## src/logic/dac_ctrl_pkg.sv

```systemverilog
// Constants shared by the serial load control of a quad 16-bit converter.
// Assumes one 125 MHz core clock that samples every pin of the link.
package dac_ctrl_pkg;
    localparam int CHANNELS = 4;
    localparam int CODE_W = 16;
    localparam int FRAME_BITS = 24;
    localparam int CNT_W = 5;
    localparam logic [CNT_W-1:0] FRAME_LAST = 5'h18;
    localparam logic [CNT_W-1:0] CNT_ZERO = 5'h00;
    localparam logic [CNT_W-1:0] CNT_ONE = 5'h01;

    // Frame layout: command nibble, channel mask nibble, data word
    localparam int CMD_HI = 23;
    localparam int CMD_LO = 20;
    localparam int MASK_HI = 19;
    localparam int MASK_LO = 16;
    localparam int DATA_HI = 15;
    localparam int DATA_LO = 0;
    localparam int DAISY_BIT = 0;

    localparam logic [3:0] CMD_WRITE_INPUT = 4'h1;
    localparam logic [3:0] CMD_UPDATE_DAC = 4'h2;
    localparam logic [3:0] CMD_WRITE_UPDATE = 4'h3;
    localparam logic [3:0] CMD_READBACK = 4'h9;
    localparam logic [3:0] CMD_DAISY = 4'hF;

    localparam logic [CODE_W-1:0] ZERO_CODE = 16'h0000;
    localparam logic [CODE_W-1:0] MID_CODE = 16'h8000;
    localparam logic [7:0] READ_PAD = 8'h00;

    // Pin indices into the synchroniser bank
    localparam int PINS = 7;
    localparam int PIN_SCLK = 0;
    localparam int PIN_FRAME = 1;
    localparam int PIN_DIN = 2;
    localparam int PIN_LOAD = 3;
    localparam int PIN_RESET = 4;
    localparam int PIN_RSEL = 5;
    localparam int PIN_SPAN = 6;
    localparam logic [PINS-1:0] PIN_IDLE = 7'h1B;

    // Settling time after core reset before the pin levels are trusted
    localparam int SETTLE_NS = 40;
    localparam int CLK_PERIOD_NS = 8;
    localparam int SETTLE_CYCLES = (SETTLE_NS + CLK_PERIOD_NS - 1)
                                   / CLK_PERIOD_NS;
    localparam logic [3:0] SETTLE_LAST = 4'(SETTLE_CYCLES);

    typedef enum logic [2:0] {
        ST_INIT = 3'h1,
        ST_IDLE = 3'h2,
        ST_FRAME = 3'h4
    } frame_state_type;
endpackage : dac_ctrl_pkg

```

## src/logic/dac_serial_load.sv

```systemverilog
// Serial load control of a quad 16-bit voltage-output converter.
// Assumes all link pins are asynchronous to ref_clk and sampled by it.
// Overview of operation
// - Each falling link clock in a frame shifts serial_in into the 24-bit register; past 24 only in daisy mode.
// - Frame select falling opens a frame; next 24 falling edges count.
// - serial_out moves on rising link clock, stable at next fall.
// - serial_out carries daisy-chained frame bits or readback contents.
// - Load strobe falling copies pending input to converter registers.
// - Strobe held low lets writes update converter registers at once.
// - Reset pin acts asynchronously to link clock, on its falling edge.
// - While reset pin is low, load strobe pulses are ignored.
// - Reset loads input and converter registers with selected code.
// - Power-up gives zero scale if select low, midscale if high.
// - Span select sets span of all channels: low single, high double.
// - After power-on, outputs hold reset code until a valid write frame.
`timescale 1ns/100ps
module dac_serial_load (
    input wire logic ref_clk,
    input wire logic rst,
    input wire logic sclk,
    input wire logic frame_select_n,
    input wire logic serial_in,
    input wire logic load_outputs_n,
    input wire logic level_reset_n,
    input wire logic reset_level_select,
    input wire logic span_select,
    output logic serial_out,
    output logic serial_out_oe_n,
    output logic span_double,
    output logic [dac_ctrl_pkg::CODE_W-1:0] dac_code_a,
    output logic [dac_ctrl_pkg::CODE_W-1:0] dac_code_b,
    output logic [dac_ctrl_pkg::CODE_W-1:0] dac_code_c,
    output logic [dac_ctrl_pkg::CODE_W-1:0] dac_code_d
);
    import dac_ctrl_pkg::*;

    logic [PINS-1:0] pin_raw;
    logic [PINS-1:0] lvl;
    logic [PINS-1:0] rise;
    logic [PINS-1:0] fall;

    frame_state_type state_q;
    logic [3:0] settle_q;
    logic [CNT_W-1:0] cnt_q;
    logic [FRAME_BITS-1:0] shift_q;
    logic [FRAME_BITS-1:0] tx_q;
    logic daisy_q;
    logic out_q;
    logic oe_n_q;
    logic span_q;
    logic [CODE_W-1:0] in_q [CHANNELS];
    logic [CODE_W-1:0] dac_q [CHANNELS];
    logic [CHANNELS-1:0] pending_q;

    logic commit;
    logic init_done;
    logic reset_event;
    logic load_event;
    logic [3:0] cmd;
    logic [CHANNELS-1:0] mask;
    logic [CODE_W-1:0] data;
    logic [CODE_W-1:0] reset_code;

    function automatic logic [1:0] first_channel(
        input logic [CHANNELS-1:0] m
    );
        logic [1:0] idx;
        idx = 2'h0;
        for (int i = CHANNELS - 1; i >= 0; i--) begin
            if (m[i]) begin
                idx = 2'(i);
            end
        end
        return idx;
    endfunction : first_channel

    assign pin_raw[PIN_SCLK] = sclk;
    assign pin_raw[PIN_FRAME] = frame_select_n;
    assign pin_raw[PIN_DIN] = serial_in;
    assign pin_raw[PIN_LOAD] = load_outputs_n;
    assign pin_raw[PIN_RESET] = level_reset_n;
    assign pin_raw[PIN_RSEL] = reset_level_select;
    assign pin_raw[PIN_SPAN] = span_select;

    generate
        for (genvar p = 0; p < PINS; p++) begin : g_pin
            pin_sync #(.IDLE(PIN_IDLE[p])) u_sync (
                .clk(ref_clk),
                .rst(rst),
                .pin(pin_raw[p]),
                .level(lvl[p]),
                .rose(rise[p]),
                .fell(fall[p])
            );
        end
    endgenerate

    assign cmd = shift_q[CMD_HI:CMD_LO];
    assign mask = shift_q[MASK_HI:MASK_LO];
    assign data = shift_q[DATA_HI:DATA_LO];
    assign reset_code = lvl[PIN_RSEL] ? MID_CODE : ZERO_CODE;
    assign init_done = (state_q == ST_INIT) && (settle_q == SETTLE_LAST);
    assign commit = (state_q == ST_FRAME) && rise[PIN_FRAME]
                    && (cnt_q == FRAME_LAST);
    assign reset_event = (state_q != ST_INIT) && fall[PIN_RESET];
    assign load_event = fall[PIN_LOAD] && lvl[PIN_RESET]
                        && (state_q != ST_INIT);

    always_ff @(posedge ref_clk or posedge rst) begin
        if (rst) begin
            state_q <= ST_INIT;
            settle_q <= 4'h0;
        end else begin
            case (state_q)
                ST_INIT: begin
                    settle_q <= settle_q + 4'h1;
                    if (init_done) begin
                        state_q <= ST_IDLE;
                    end
                end
                ST_IDLE: begin
                    if (fall[PIN_FRAME]) begin
                        state_q <= ST_FRAME;
                    end
                end
                ST_FRAME: begin
                    if (rise[PIN_FRAME]) begin
                        state_q <= ST_IDLE;
                    end
                end
                default: state_q <= ST_INIT;
            endcase
        end
    end

    always_ff @(posedge ref_clk or posedge rst) begin
        if (rst) begin
            cnt_q <= CNT_ZERO;
            shift_q <= '0;
        end else if (state_q == ST_IDLE && fall[PIN_FRAME]) begin
            cnt_q <= CNT_ZERO;
        end else if (state_q == ST_FRAME && fall[PIN_SCLK]) begin
            // Daisy mode keeps shifting so extra bits pass down the chain
            if (cnt_q != FRAME_LAST || daisy_q) begin
                shift_q <= {shift_q[FRAME_BITS-2:0], lvl[PIN_DIN]};
            end
            if (cnt_q != FRAME_LAST) begin
                cnt_q <= cnt_q + CNT_ONE;
            end
        end
    end

    always_ff @(posedge ref_clk or posedge rst) begin
        if (rst) begin
            daisy_q <= 1'b0;
            tx_q <= '0;
        end else if (commit && cmd == CMD_DAISY) begin
            daisy_q <= shift_q[DAISY_BIT];
        end else if (commit && cmd == CMD_READBACK) begin
            tx_q <= {READ_PAD, in_q[first_channel(mask)]};
        end else if (state_q == ST_FRAME && rise[PIN_SCLK]) begin
            tx_q <= {tx_q[FRAME_BITS-2:0], 1'b0};
        end
    end

    // output moves on rising link clock only
    always_ff @(posedge ref_clk or posedge rst) begin
        if (rst) begin
            out_q <= 1'b0;
            oe_n_q <= 1'b1;
        end else begin
            oe_n_q <= ~(state_q == ST_FRAME);
            if (state_q == ST_FRAME && rise[PIN_SCLK]) begin
                out_q <= daisy_q ? shift_q[FRAME_BITS-1]
                                 : tx_q[FRAME_BITS-1];
            end
        end
    end

    always_ff @(posedge ref_clk or posedge rst) begin
        if (rst) begin
            span_q <= 1'b0;
        end else begin
            span_q <= lvl[PIN_SPAN];
        end
    end

    // Input and converter registers, pending flags
    always_ff @(posedge ref_clk or posedge rst) begin
        if (rst) begin
            for (int c = 0; c < CHANNELS; c++) begin
                in_q[c] <= ZERO_CODE;
                dac_q[c] <= ZERO_CODE;
            end
            pending_q <= '0;
        end else if (init_done || reset_event) begin
            for (int c = 0; c < CHANNELS; c++) begin
                in_q[c] <= reset_code;
                dac_q[c] <= reset_code;
            end
            pending_q <= '0;
        end else begin
            for (int c = 0; c < CHANNELS; c++) begin
                if (load_event && pending_q[c]) begin
                    dac_q[c] <= in_q[c];
                    pending_q[c] <= 1'b0;
                end
                if (commit && mask[c]) begin
                    if (cmd == CMD_WRITE_INPUT || cmd == CMD_WRITE_UPDATE)
                    begin
                        in_q[c] <= data;
                    end
                    // strobe held low updates at once
                    if (cmd == CMD_WRITE_UPDATE ||
                        (cmd == CMD_WRITE_INPUT && !lvl[PIN_LOAD])) begin
                        dac_q[c] <= data;
                        pending_q[c] <= 1'b0;
                    end else if (cmd == CMD_UPDATE_DAC) begin
                        dac_q[c] <= in_q[c];
                        pending_q[c] <= 1'b0;
                    end else if (cmd == CMD_WRITE_INPUT) begin
                        // New data wins over a strobe clearing the same cycle
                        pending_q[c] <= 1'b1;
                    end
                end
            end
        end
    end

    // converter codes only change through the paths above
    assign dac_code_a = dac_q[0];
    assign dac_code_b = dac_q[1];
    assign dac_code_c = dac_q[2];
    assign dac_code_d = dac_q[3];
    assign serial_out = out_q;
    assign serial_out_oe_n = oe_n_q;
    assign span_double = span_q;

    property p_capture;
        @(posedge ref_clk) disable iff (rst)
        state_q == ST_FRAME && fall[PIN_SCLK] && cnt_q != FRAME_LAST
        |=> shift_q[0] == $past(lvl[PIN_DIN]);
    endproperty
    a_capture: assert property (p_capture)
        else $error("serial bit not captured");

    property p_frame_start;
        @(posedge ref_clk) disable iff (rst)
        state_q == ST_IDLE && fall[PIN_FRAME]
        |=> state_q == ST_FRAME && cnt_q == CNT_ZERO;
    endproperty
    a_frame_start: assert property (p_frame_start)
        else $error("frame did not start");

    property p_out_on_rise;
        @(posedge ref_clk) disable iff (rst)
        $changed(out_q) |-> $past(rise[PIN_SCLK]);
    endproperty
    a_out_on_rise: assert property (p_out_on_rise)
        else $error("serial_out moved off a rising edge");

    property p_daisy_out;
        @(posedge ref_clk) disable iff (rst)
        daisy_q && state_q == ST_FRAME && rise[PIN_SCLK]
        |=> serial_out == $past(shift_q[FRAME_BITS-1]);
    endproperty
    a_daisy_out: assert property (p_daisy_out)
        else $error("daisy bit wrong");

    property p_load;
        @(posedge ref_clk) disable iff (rst)
        load_event && pending_q[0] && !commit && !reset_event
        |=> dac_code_a == $past(in_q[0]) ##1 dac_code_a == $past(in_q[0], 2);
    endproperty
    a_load: assert property (p_load)
        else $error("strobe did not copy channel a");

    property p_sync_mode;
        @(posedge ref_clk) disable iff (rst)
        commit && cmd == CMD_WRITE_INPUT && mask[1] && !lvl[PIN_LOAD]
        && !reset_event |=> dac_code_b == $past(data);
    endproperty
    a_sync_mode: assert property (p_sync_mode)
        else $error("write with strobe low did not update");

    property p_reset_code;
        @(posedge ref_clk) disable iff (rst)
        reset_event |=> dac_code_c == $past(reset_code)
                        && in_q[2] == $past(reset_code) && pending_q == '0;
    endproperty
    a_reset_code: assert property (p_reset_code)
        else $error("reset code not loaded");

    property p_ignore_load;
        @(posedge ref_clk) disable iff (rst)
        fall[PIN_LOAD] && !lvl[PIN_RESET] && !commit && !reset_event
        |=> $stable(dac_code_d) && $stable(dac_code_a);
    endproperty
    a_ignore_load: assert property (p_ignore_load)
        else $error("strobe honoured while reset low");

    property p_power_up;
        @(posedge ref_clk) disable iff (rst)
        init_done |=> state_q == ST_IDLE
            && dac_code_a == ($past(lvl[PIN_RSEL]) ? MID_CODE : ZERO_CODE);
    endproperty
    a_power_up: assert property (p_power_up)
        else $error("power-up code wrong");

    property p_span;
        @(posedge ref_clk) disable iff (rst)
        ##1 span_double == $past(lvl[PIN_SPAN]);
    endproperty
    a_span: assert property (p_span)
        else $error("span does not follow pin");

    property p_short_frame;
        @(posedge ref_clk) disable iff (rst)
        state_q == ST_FRAME && rise[PIN_FRAME] && cnt_q != FRAME_LAST
        && !load_event && !reset_event
        |=> $stable(in_q[0]) && $stable(dac_code_a) && $stable(daisy_q);
    endproperty
    a_short_frame: assert property (p_short_frame)
        else $error("short frame changed state");

    c_commit: cover property (@(posedge ref_clk) disable iff (rst) commit);
    c_load: cover property (@(posedge ref_clk) disable iff (rst)
        load_event && pending_q != '0);
    c_reset: cover property (@(posedge ref_clk) disable iff (rst)
        reset_event);
    c_daisy: cover property (@(posedge ref_clk) disable iff (rst)
        daisy_q && commit);
endmodule : dac_serial_load

```

## src/logic/pin_sync.sv

```systemverilog
// Three-stage synchroniser with agreement filter for one link pin.
// Assumes the pin is asynchronous to clk; first stage feeds only the second.
`timescale 1ns/100ps
module pin_sync #(
    parameter logic IDLE = 1'b1
) (
    input wire logic clk,
    input wire logic rst,
    input wire logic pin,
    output logic level,
    output logic rose,
    output logic fell
);
    logic s1_q;
    logic s2_q;
    logic s3_q;
    logic level_q;
    logic level_d;

    always_ff @(posedge clk or posedge rst) begin
        if (rst) begin
            s1_q <= IDLE;
            s2_q <= IDLE;
            s3_q <= IDLE;
        end else begin
            s1_q <= pin;
            s2_q <= s1_q;
            s3_q <= s2_q;
        end
    end

    // A change counts only once the second and third stages agree
    always_comb begin
        level_d = level_q;
        if (s2_q == s3_q) begin
            level_d = s3_q;
        end
    end

    always_ff @(posedge clk or posedge rst) begin
        if (rst) begin
            level_q <= IDLE;
        end else begin
            level_q <= level_d;
        end
    end

    assign level = level_q;
    assign rose = level_d & ~level_q;
    assign fell = ~level_d & level_q;
endmodule : pin_sync

```

## config.mk

```make
export PLATFORM = sky130hd
export DESIGN_NAME = dac_serial_load
export DESIGN_NICKNAME = d
export VERILOG_FILES = /design/src/logic/dac_ctrl_pkg.sv /design/src/logic/dac_serial_load.sv /design/src/logic/pin_sync.sv
export SDC_FILE = /design/constraint.sdc
export NUM_CORES = 1
export LEC_CHECK = 0
export BUFFER_PORTS_ARGS = -buffer_cell sky130_fd_sc_hd__clkbuf_2
export CAP_MARGIN = 20
export CORE_ASPECT_RATIO = 1.75
export CORE_UTILIZATION = 40
export CTS_BUF_LIST = sky130_fd_sc_hd__clkbuf_4 sky130_fd_sc_hd__clkbuf_8
export DETAILED_ROUTE_END_ITERATION = 7
export GPL_TIMING_DRIVEN = 0
export PLACE_DENSITY = 0.63
export SLEW_MARGIN = 10
export SYNTH_ARGS = -nofsm -noshare
export SYNTH_HDL_FRONTEND = slang
export SYNTH_SLANG_ARGS = --single-unit
```

## constraint.sdc

```tcl
create_clock -name ref_clk -period 8.27 [get_ports ref_clk]
set_clock_uncertainty 0.1 [all_clocks]
set_input_delay 1.654 -clock ref_clk [delete_from_list [all_inputs] [get_ports ref_clk]]
set_output_delay 1.654 -clock ref_clk [all_outputs]
set_load 0.05 [all_outputs]
```

==> results of run 1 <==
==> registers in the layout, summed over array words and instances (netlist names), 16 cells and up <==
name / cells
in_q: 64
shift_q: 24
tx_q: 24
dac_code_a: 16
dac_code_b: 16
dac_code_c: 16
dac_code_d: 16
==> cell type report <==
class | instances | area, um^2 | area share
flip-flops and latches | 224 | 5630 | 0.426
inverters | 10 | 45.0 | 0.00341
plain buffers | 81 | 398 | 0.0301
multi-input cells | 811 | 5500 | 0.417
well taps | 378 | 473 | 0.0358
clock inverters | 5 | 25.0 | 0.00189
repair buffers | 78 | 438 | 0.0332
clock buffers | 57 | 697 | 0.0528
==> cell usage in the layout (no fill, tap or decap), types with 25 or more instances in the layout <==
cell	instances
nor2b_1	33
clkbuf_1	40
nor2_1	53
buf_2	25
a21oi_1	89
clkbuf_2	77
mux2i_1	111
o21ai_0	72
dfrtp_1	206
clkbuf_8	43
a211oi_1	59
nand2_1	178
mux2_2	68
==> worst max-delay path, stage by stage, from the launching register on <==
cell and delay [ns]:
dfrtp_1 0.43, inv_1 0.08, ha_1 0.16, and4b_1 0.20, buf_1 0.20, nand4_1 0.42
nor2_1 0.86, clkbuf_1 0.66, a211oi_1 0.21
==> cell usage after synthesis, types with 4 or more instances <==
cell type | n | share of area
and2_0 | 4 | 0.0022
nor2b_1 | 33 | 0.018
o2111a_1 | 16 | 0.016
nand2_1 | 178 | 0.058
a31oi_1 | 7 | 0.0038
inv_1 | 10 | 0.0032
nand4_1 | 7 | 0.0038
mux2_2 | 68 | 0.066
buf_4 | 8 | 0.0052
a21oi_1 | 89 | 0.039
dfrtp_1 | 206 | 0.45
ha_1 | 4 | 0.0043
nor3b_1 | 21 | 0.014
maj3_1 | 4 | 0.0035
a211oi_1 | 59 | 0.038
nor2_1 | 53 | 0.017
clkbuf_1 | 40 | 0.013
dfstp_2 | 18 | 0.041
xnor2_1 | 5 | 0.0038
buf_6 | 4 | 0.0039
nor4_1 | 4 | 0.0022
buf_2 | 25 | 0.011
or3_1 | 15 | 0.0081
mux2i_1 | 111 | 0.096
o21ai_0 | 72 | 0.031
a22o_1 | 9 | 0.0068
nand3_2 | 4 | 0.0035
==> per-layer routing <==
metal | track usage | wire length (um) | vias up
li1 | - | - | 4275
met1 | 0.258 | 12600 | 4551
met2 | 0.450 | 19100 | 280
met3 | 0.0437 | 1570 | 123
met4 | 0.171 | 2230 | 0
met5 | 0 | 0 | -
==> per-stage QoR <==
| stage | area, um^2 | std cells |
|---|---|---|
| 6_report | 13200 | 1644 |
| 5_1_grt | 13200 | 1644 |
| 4_1_cts | 13200 | 1644 |
| 3_5_place_dp | 12500 | 1582 |
| 3_3_place_gp | 12400 | 1579 |
| 2_1_floorplan | 11600 | 1126 |
==> report_power, final <==
group	leakage, nW	internal, mW	switching [mW]
registers	3.01	1.15	0.0377
logic	2.84	0.106	0.277
clock network	0.393	0.533	0.455
total	6.24	1.79	0.770
==> kinds of logic after synthesis <==
logic type / after synthesis / share of synthesized area
adder cells (fa/ha/maj): 8 / 0.00779
AO/OA/AOI/OAI: 270 / 0.151
buffers and inverters: 91 / 0.0377
multiplexers: 180 / 0.164
XOR/XNOR: 8 / 0.00606
AND/OR/NAND/NOR: 345 / 0.147
flip-flops: 224 / 0.487
==> path summary, 6_finish.rpt <==
check,from,to,cells past startpoint
max,cnt_q[0],dac_code_d[11],8
min,g_pin[2].u_sync.s1_q,g_pin[2].u_sync.s2_q,0
max reg2reg,cnt_q[0],dac_code_d[11],8
min reg2reg,g_pin[2].u_sync.s1_q,g_pin[2].u_sync.s2_q,0
max in group asynchronous,rst,dac_code_c[14],4
min in group asynchronous,rst,dac_code_c[2],2
==> qor.yml, run 1 <==
fin_setup_tns_ns: 0
grt_usage: 0.250
grt_pass1_vias: 9565
io_buffers: 75
ant_nets: 0
antenna_cells: 0
die-area_mm2: 0.0296
maxSlewHeadroom: 0.327
violations: "DRC"
hold_class: "reg2reg"
drive_gt1_frac: 0.224
dr.pass1.iters: 7
total_power_mw: 2.56
cts_resized: 0
clk_latency_ns: 0.56
worst_pin_slew_ns: 1.01
area_delta_synth_final_pct: 14.2
clk_pin_slew_ns: 0.06
utilization: 0.463
dpl.hpwl_mm: 26.8
leakage_nw: 6.24
syn_inst: 1126
synth.yosys.seq_area_share: 0.487
vias: 9229
setup_viol: 0
gp_congestion: 0.919
gr-total-overflow: 0
rsz0062_at_grt: "no"
clock.fmax_mhz: 286
wl_per_cell_um: 21.6
wl_mm: 35.5
synth.ff_latch_count: 224
drc: 1
async_reset_ff_frac: 1.00
startpoint_type: "flop"
synth_cell_types: 59
grt_max_degree: 108
cts_sinks: 224
synthFlopType: "dfrtp_1"
arrival_ns: 3.75
ir_drop_uv: 95.7
htree_levels: 2
ctsRootBufferMaster: "clkbuf_8"
syn_avg_cell_area_um2: 10.3
crit_required_ns: 8.53
status: "finished, violations left"
end_kind: "flop"
finalMaxSlewViolations: 0
hold_viol_final: 0
cts_made_buffers: 36
avgViaCountPerCell: 5.61
cts_tree: "done"
crit_fanout: 10
crit_type: "reg2reg"
nets: 1255
antenna_found_initial: 0
die_y_um: 227
start_util: 0.405
fin_hold_ws_ns: 0.248
fill_cells: 2775
die_width_um: 131
cts_setup_buffers: 0
clockBufferDepth: 3
period_minus_slack_ns: 3.49
syn_nets: 1139
num_rows: 82
cap_violations: 0
cellPowerDensity_mw_per_mm2: 193
drt_iter0_markers: 581
post-route-period-util: 0.422
syn_area_mm2: 0.0116
yosysWarnings: 0
fin_ws_ns: 4.78
hold_buffers: 0
grt_first_pass_wirelength_mm: 54.6
synth_enable_flop_cells: 0
dpl_worst_slack_ns: 4.83
r2r_setup_slack_ns: 4.78
coreArea_mm2: 0.0285
io_pins: 76
No activity file was read; power rests on OpenSTA's default activity.
==> run 2: changes to the inputs <==
- PLACE_DENSITY: 0.63 -> 0.61
- clock period: 8.27 -> 3.4 ns (I/O delays scaled with it)
==> run 2 against run 1 <==
  * The flow now finishes without violations
  * Via count rose by 0.82%
  * Worst hold slack got worse by 0.13 ns
  * Global-route usage rose by 0.23 points
  * Register-to-register slack got worse by 4.7 ns
  * Combinational power rose by 140%
  * Critical path depth rose by 1
  * Largest power group unchanged
==> qor.yml, run 2 (same netlist as run 1, synthesis figures left out) <==
crit_start: "cnt_q[0]"  # unchanged
period_minus_slack_ns: 3.27  # was 3.49 ns
hold_class: "in2reg"  # was reg2reg
wl_per_cell_um: 21.9  # was 21.6 um
dpl.hpwl_mm: 27.4  # was 26.8 mm
gp_congestion: 0.920  # was 0.919
crit_fanout: 10  # unchanged
die_y_um: 227  # unchanged
clockBufferDepth: 3  # unchanged
fin_setup_tns_ns: 0  # unchanged
die_width_um: 131  # unchanged
finalMaxSlewViolations: 0  # unchanged
io_pins: 76  # unchanged
ant_nets: 0  # unchanged
clk_pin_slew_ns: 0.06  # about the same
dr.pass1.iters: 5  # was 7
nets: 1258  # was 1,255
avgViaCountPerCell: 5.67  # was 5.61
rsz0062_at_grt: "no"  # unchanged
dp.cells: 1586  # was 1,582
antenna_cells: 0  # unchanged
cts_sinks: 224  # unchanged
arrival_ns: 3.60  # was 3.75 ns
area_delta_synth_final_pct: 14.6  # was 14.2%
grt_pass1_vias: 9833  # was 9,565
vias: 9305  # was 9,229
design_area_mm2: 0.0132  # about the same
start_util: 0.405  # unchanged
grt_max_degree: 38  # was 108
crit_chain: "inv_1 > ha_1 > and4b_1 > buf_1 > nand4_1 > nor2_2 > clkbuf_1 > nand2_1 > o2111a_1"  # was inv_1 > ha_1 > and4b_1 > buf_1 > nand4_1 > nor2_1 > clkbuf_1 > a211oi_1
layout_common_cells: "dfrtp_1, nand2_1, mux2i_1"  # unchanged
utilization: 0.464  # was 0.463
r2r-end: "dac_code_c[6]"  # was dac_code_d[11]
cts_setup_buffers: 0  # unchanged
clk_latency_ns: 0.55  # was 0.56 ns
crit_type: "reg2reg"  # unchanged
cap_violations: 0  # unchanged
dpl_worst_slack_ns: 0.0301  # was 4.83 ns
gr-total-overflow: 0  # unchanged
htree_levels: 2  # unchanged
r2r-start: "cnt_q[0]"  # unchanged
critPathMaxStageDelay_ns: 0.65  # was 0.86 ns
setup_viol: 0  # unchanged
fin_ws_ns: 0.126  # was 4.78 ns
largest_reg_flops: 64  # unchanged
crit_slowest_cell: "nor2_2"  # was nor2_1
hold_viol_final: 0  # unchanged
reg_top3: "in_q x64, shift_q x24, tx_q x24"  # unchanged
die-area_mm2: 0.0296  # unchanged
stdcell_count: 1642  # was 1,644
worst_pin_slew_ns: 1.02  # was 1.01 ns
fin_hold_ws_ns: 0.115  # was 0.248 ns
coreArea_mm2: 0.0285  # unchanged
top_register: "in_q"  # unchanged
total_power_mw: 6.21  # was 2.56 mW
drive_gt1_frac: 0.225  # was 0.224
crit_end: "dac_code_c[6]"  # was dac_code_d[11]
grt_first_pass_wirelength_mm: 55.2  # was 54.6 mm
drc: 0  # was 1
status: "finished, final reports clean"  # was finished, violations left
crit_required_ns: 3.72  # was 8.53 ns
post_dp_cell_area_mm2: 0.0125  # about the same
end_kind: "flop"  # unchanged
startpoint_type: "flop"  # unchanged
maxSlewHeadroom: 0.320  # was 0.327
ir_drop_uv: 335  # was 95.7 uV
antenna_found_initial: 0  # unchanged
cellPowerDensity_mw_per_mm2: 468  # was 193 mW/mm^2
wl_mm: 35.9  # was 35.5 mm
drt_iter0_markers: 483  # was 581
r2r_cells: 9  # was 8
ctsRootBufferMaster: "clkbuf_8"  # unchanged
io_buffers: 75  # unchanged
leakage_nw: 6.25  # was 6.24 nW
clock.fmax_mhz: 305  # was 286 MHz
hold_depth: 1  # was 0
hold_buffers: 0  # unchanged
final_common_cell: "dfrtp_1"  # unchanged
num_rows: 82  # unchanged
cts_tree: "done"  # unchanged
r2r_setup_slack_ns: 0.13  # was 4.78 ns
grt_usage: 0.252  # was 0.250
post-route-period-util: 0.963  # was 0.422
cts_made_buffers: 35  # was 36
## run 2: cell count changes in the layout (fill, tap and decap cells not counted), sizes merged
cell | previous run | this run
inv | 10 | 9
clkinvlp | 0 | 1
clkinv | 5 | 0
clkbuf | 174 | 172
buf | 42 | 46
bufinv | 0 | 1
## run 2: how the worst min path moves through the flow
stage / endpoint / start
after floorplan: g_pin[2].u_sync.s2_q / g_pin[2].u_sync.s1_q
after global placement: g_pin[5].u_sync.s2_q / g_pin[5].u_sync.s1_q
after detailed placement: g_pin[5].u_sync.s2_q / g_pin[5].u_sync.s1_q
after CTS: g_pin[0].u_sync.s1_q / sclk
after global routing: g_pin[0].u_sync.s1_q / sclk
final: g_pin[0].u_sync.s1_q / sclk
## run 2: final cells by class
type | instances | area, um^2
Fill cell | 2813 | 15300
Buffer | 81 | 398
Clock buffer | 55 | 669
Inverter | 10 | 41.3
Clock inverter | 1 | 30.0
Multi-Input combinational cell | 811 | 5510
Timing Repair Buffer | 82 | 500
Tap cell | 378 | 473
Sequential cell | 224 | 5630
## run 2: what timing repair did
item	in CTS	in global routing
endpoints found under the hold margin	0	0
resized for setup	0	2
endpoints found under the setup margin	0	20
## run 2: where the power goes
part           internal [mW]  total [mW]  leakage (nW)  switching [mW]
Clock                   1.31        2.38         0.373            1.07
Sequential              2.79        2.89          3.01           0.101
Combinational          0.266       0.934          2.86           0.668
Total                   4.37        6.21          6.25            1.84
## run 2: critical path, delay by kind of cell, from the launching register on
kind,cells,cell delay (ns)
simple gates,4,1.44
flops,1,0.42
buf+inv,3,0.84
compound gates,1,0.18
fa+ha+maj,1,0.16
## run 2: metal layers
layer  vias to the layer above  track usage  share of wire
li1                       4273            -              -
met1                      4555        0.261           0.35
met2                       331        0.456           0.53
met3                       146       0.0368          0.045
met4                         0        0.179          0.071
met5                         -            0              0
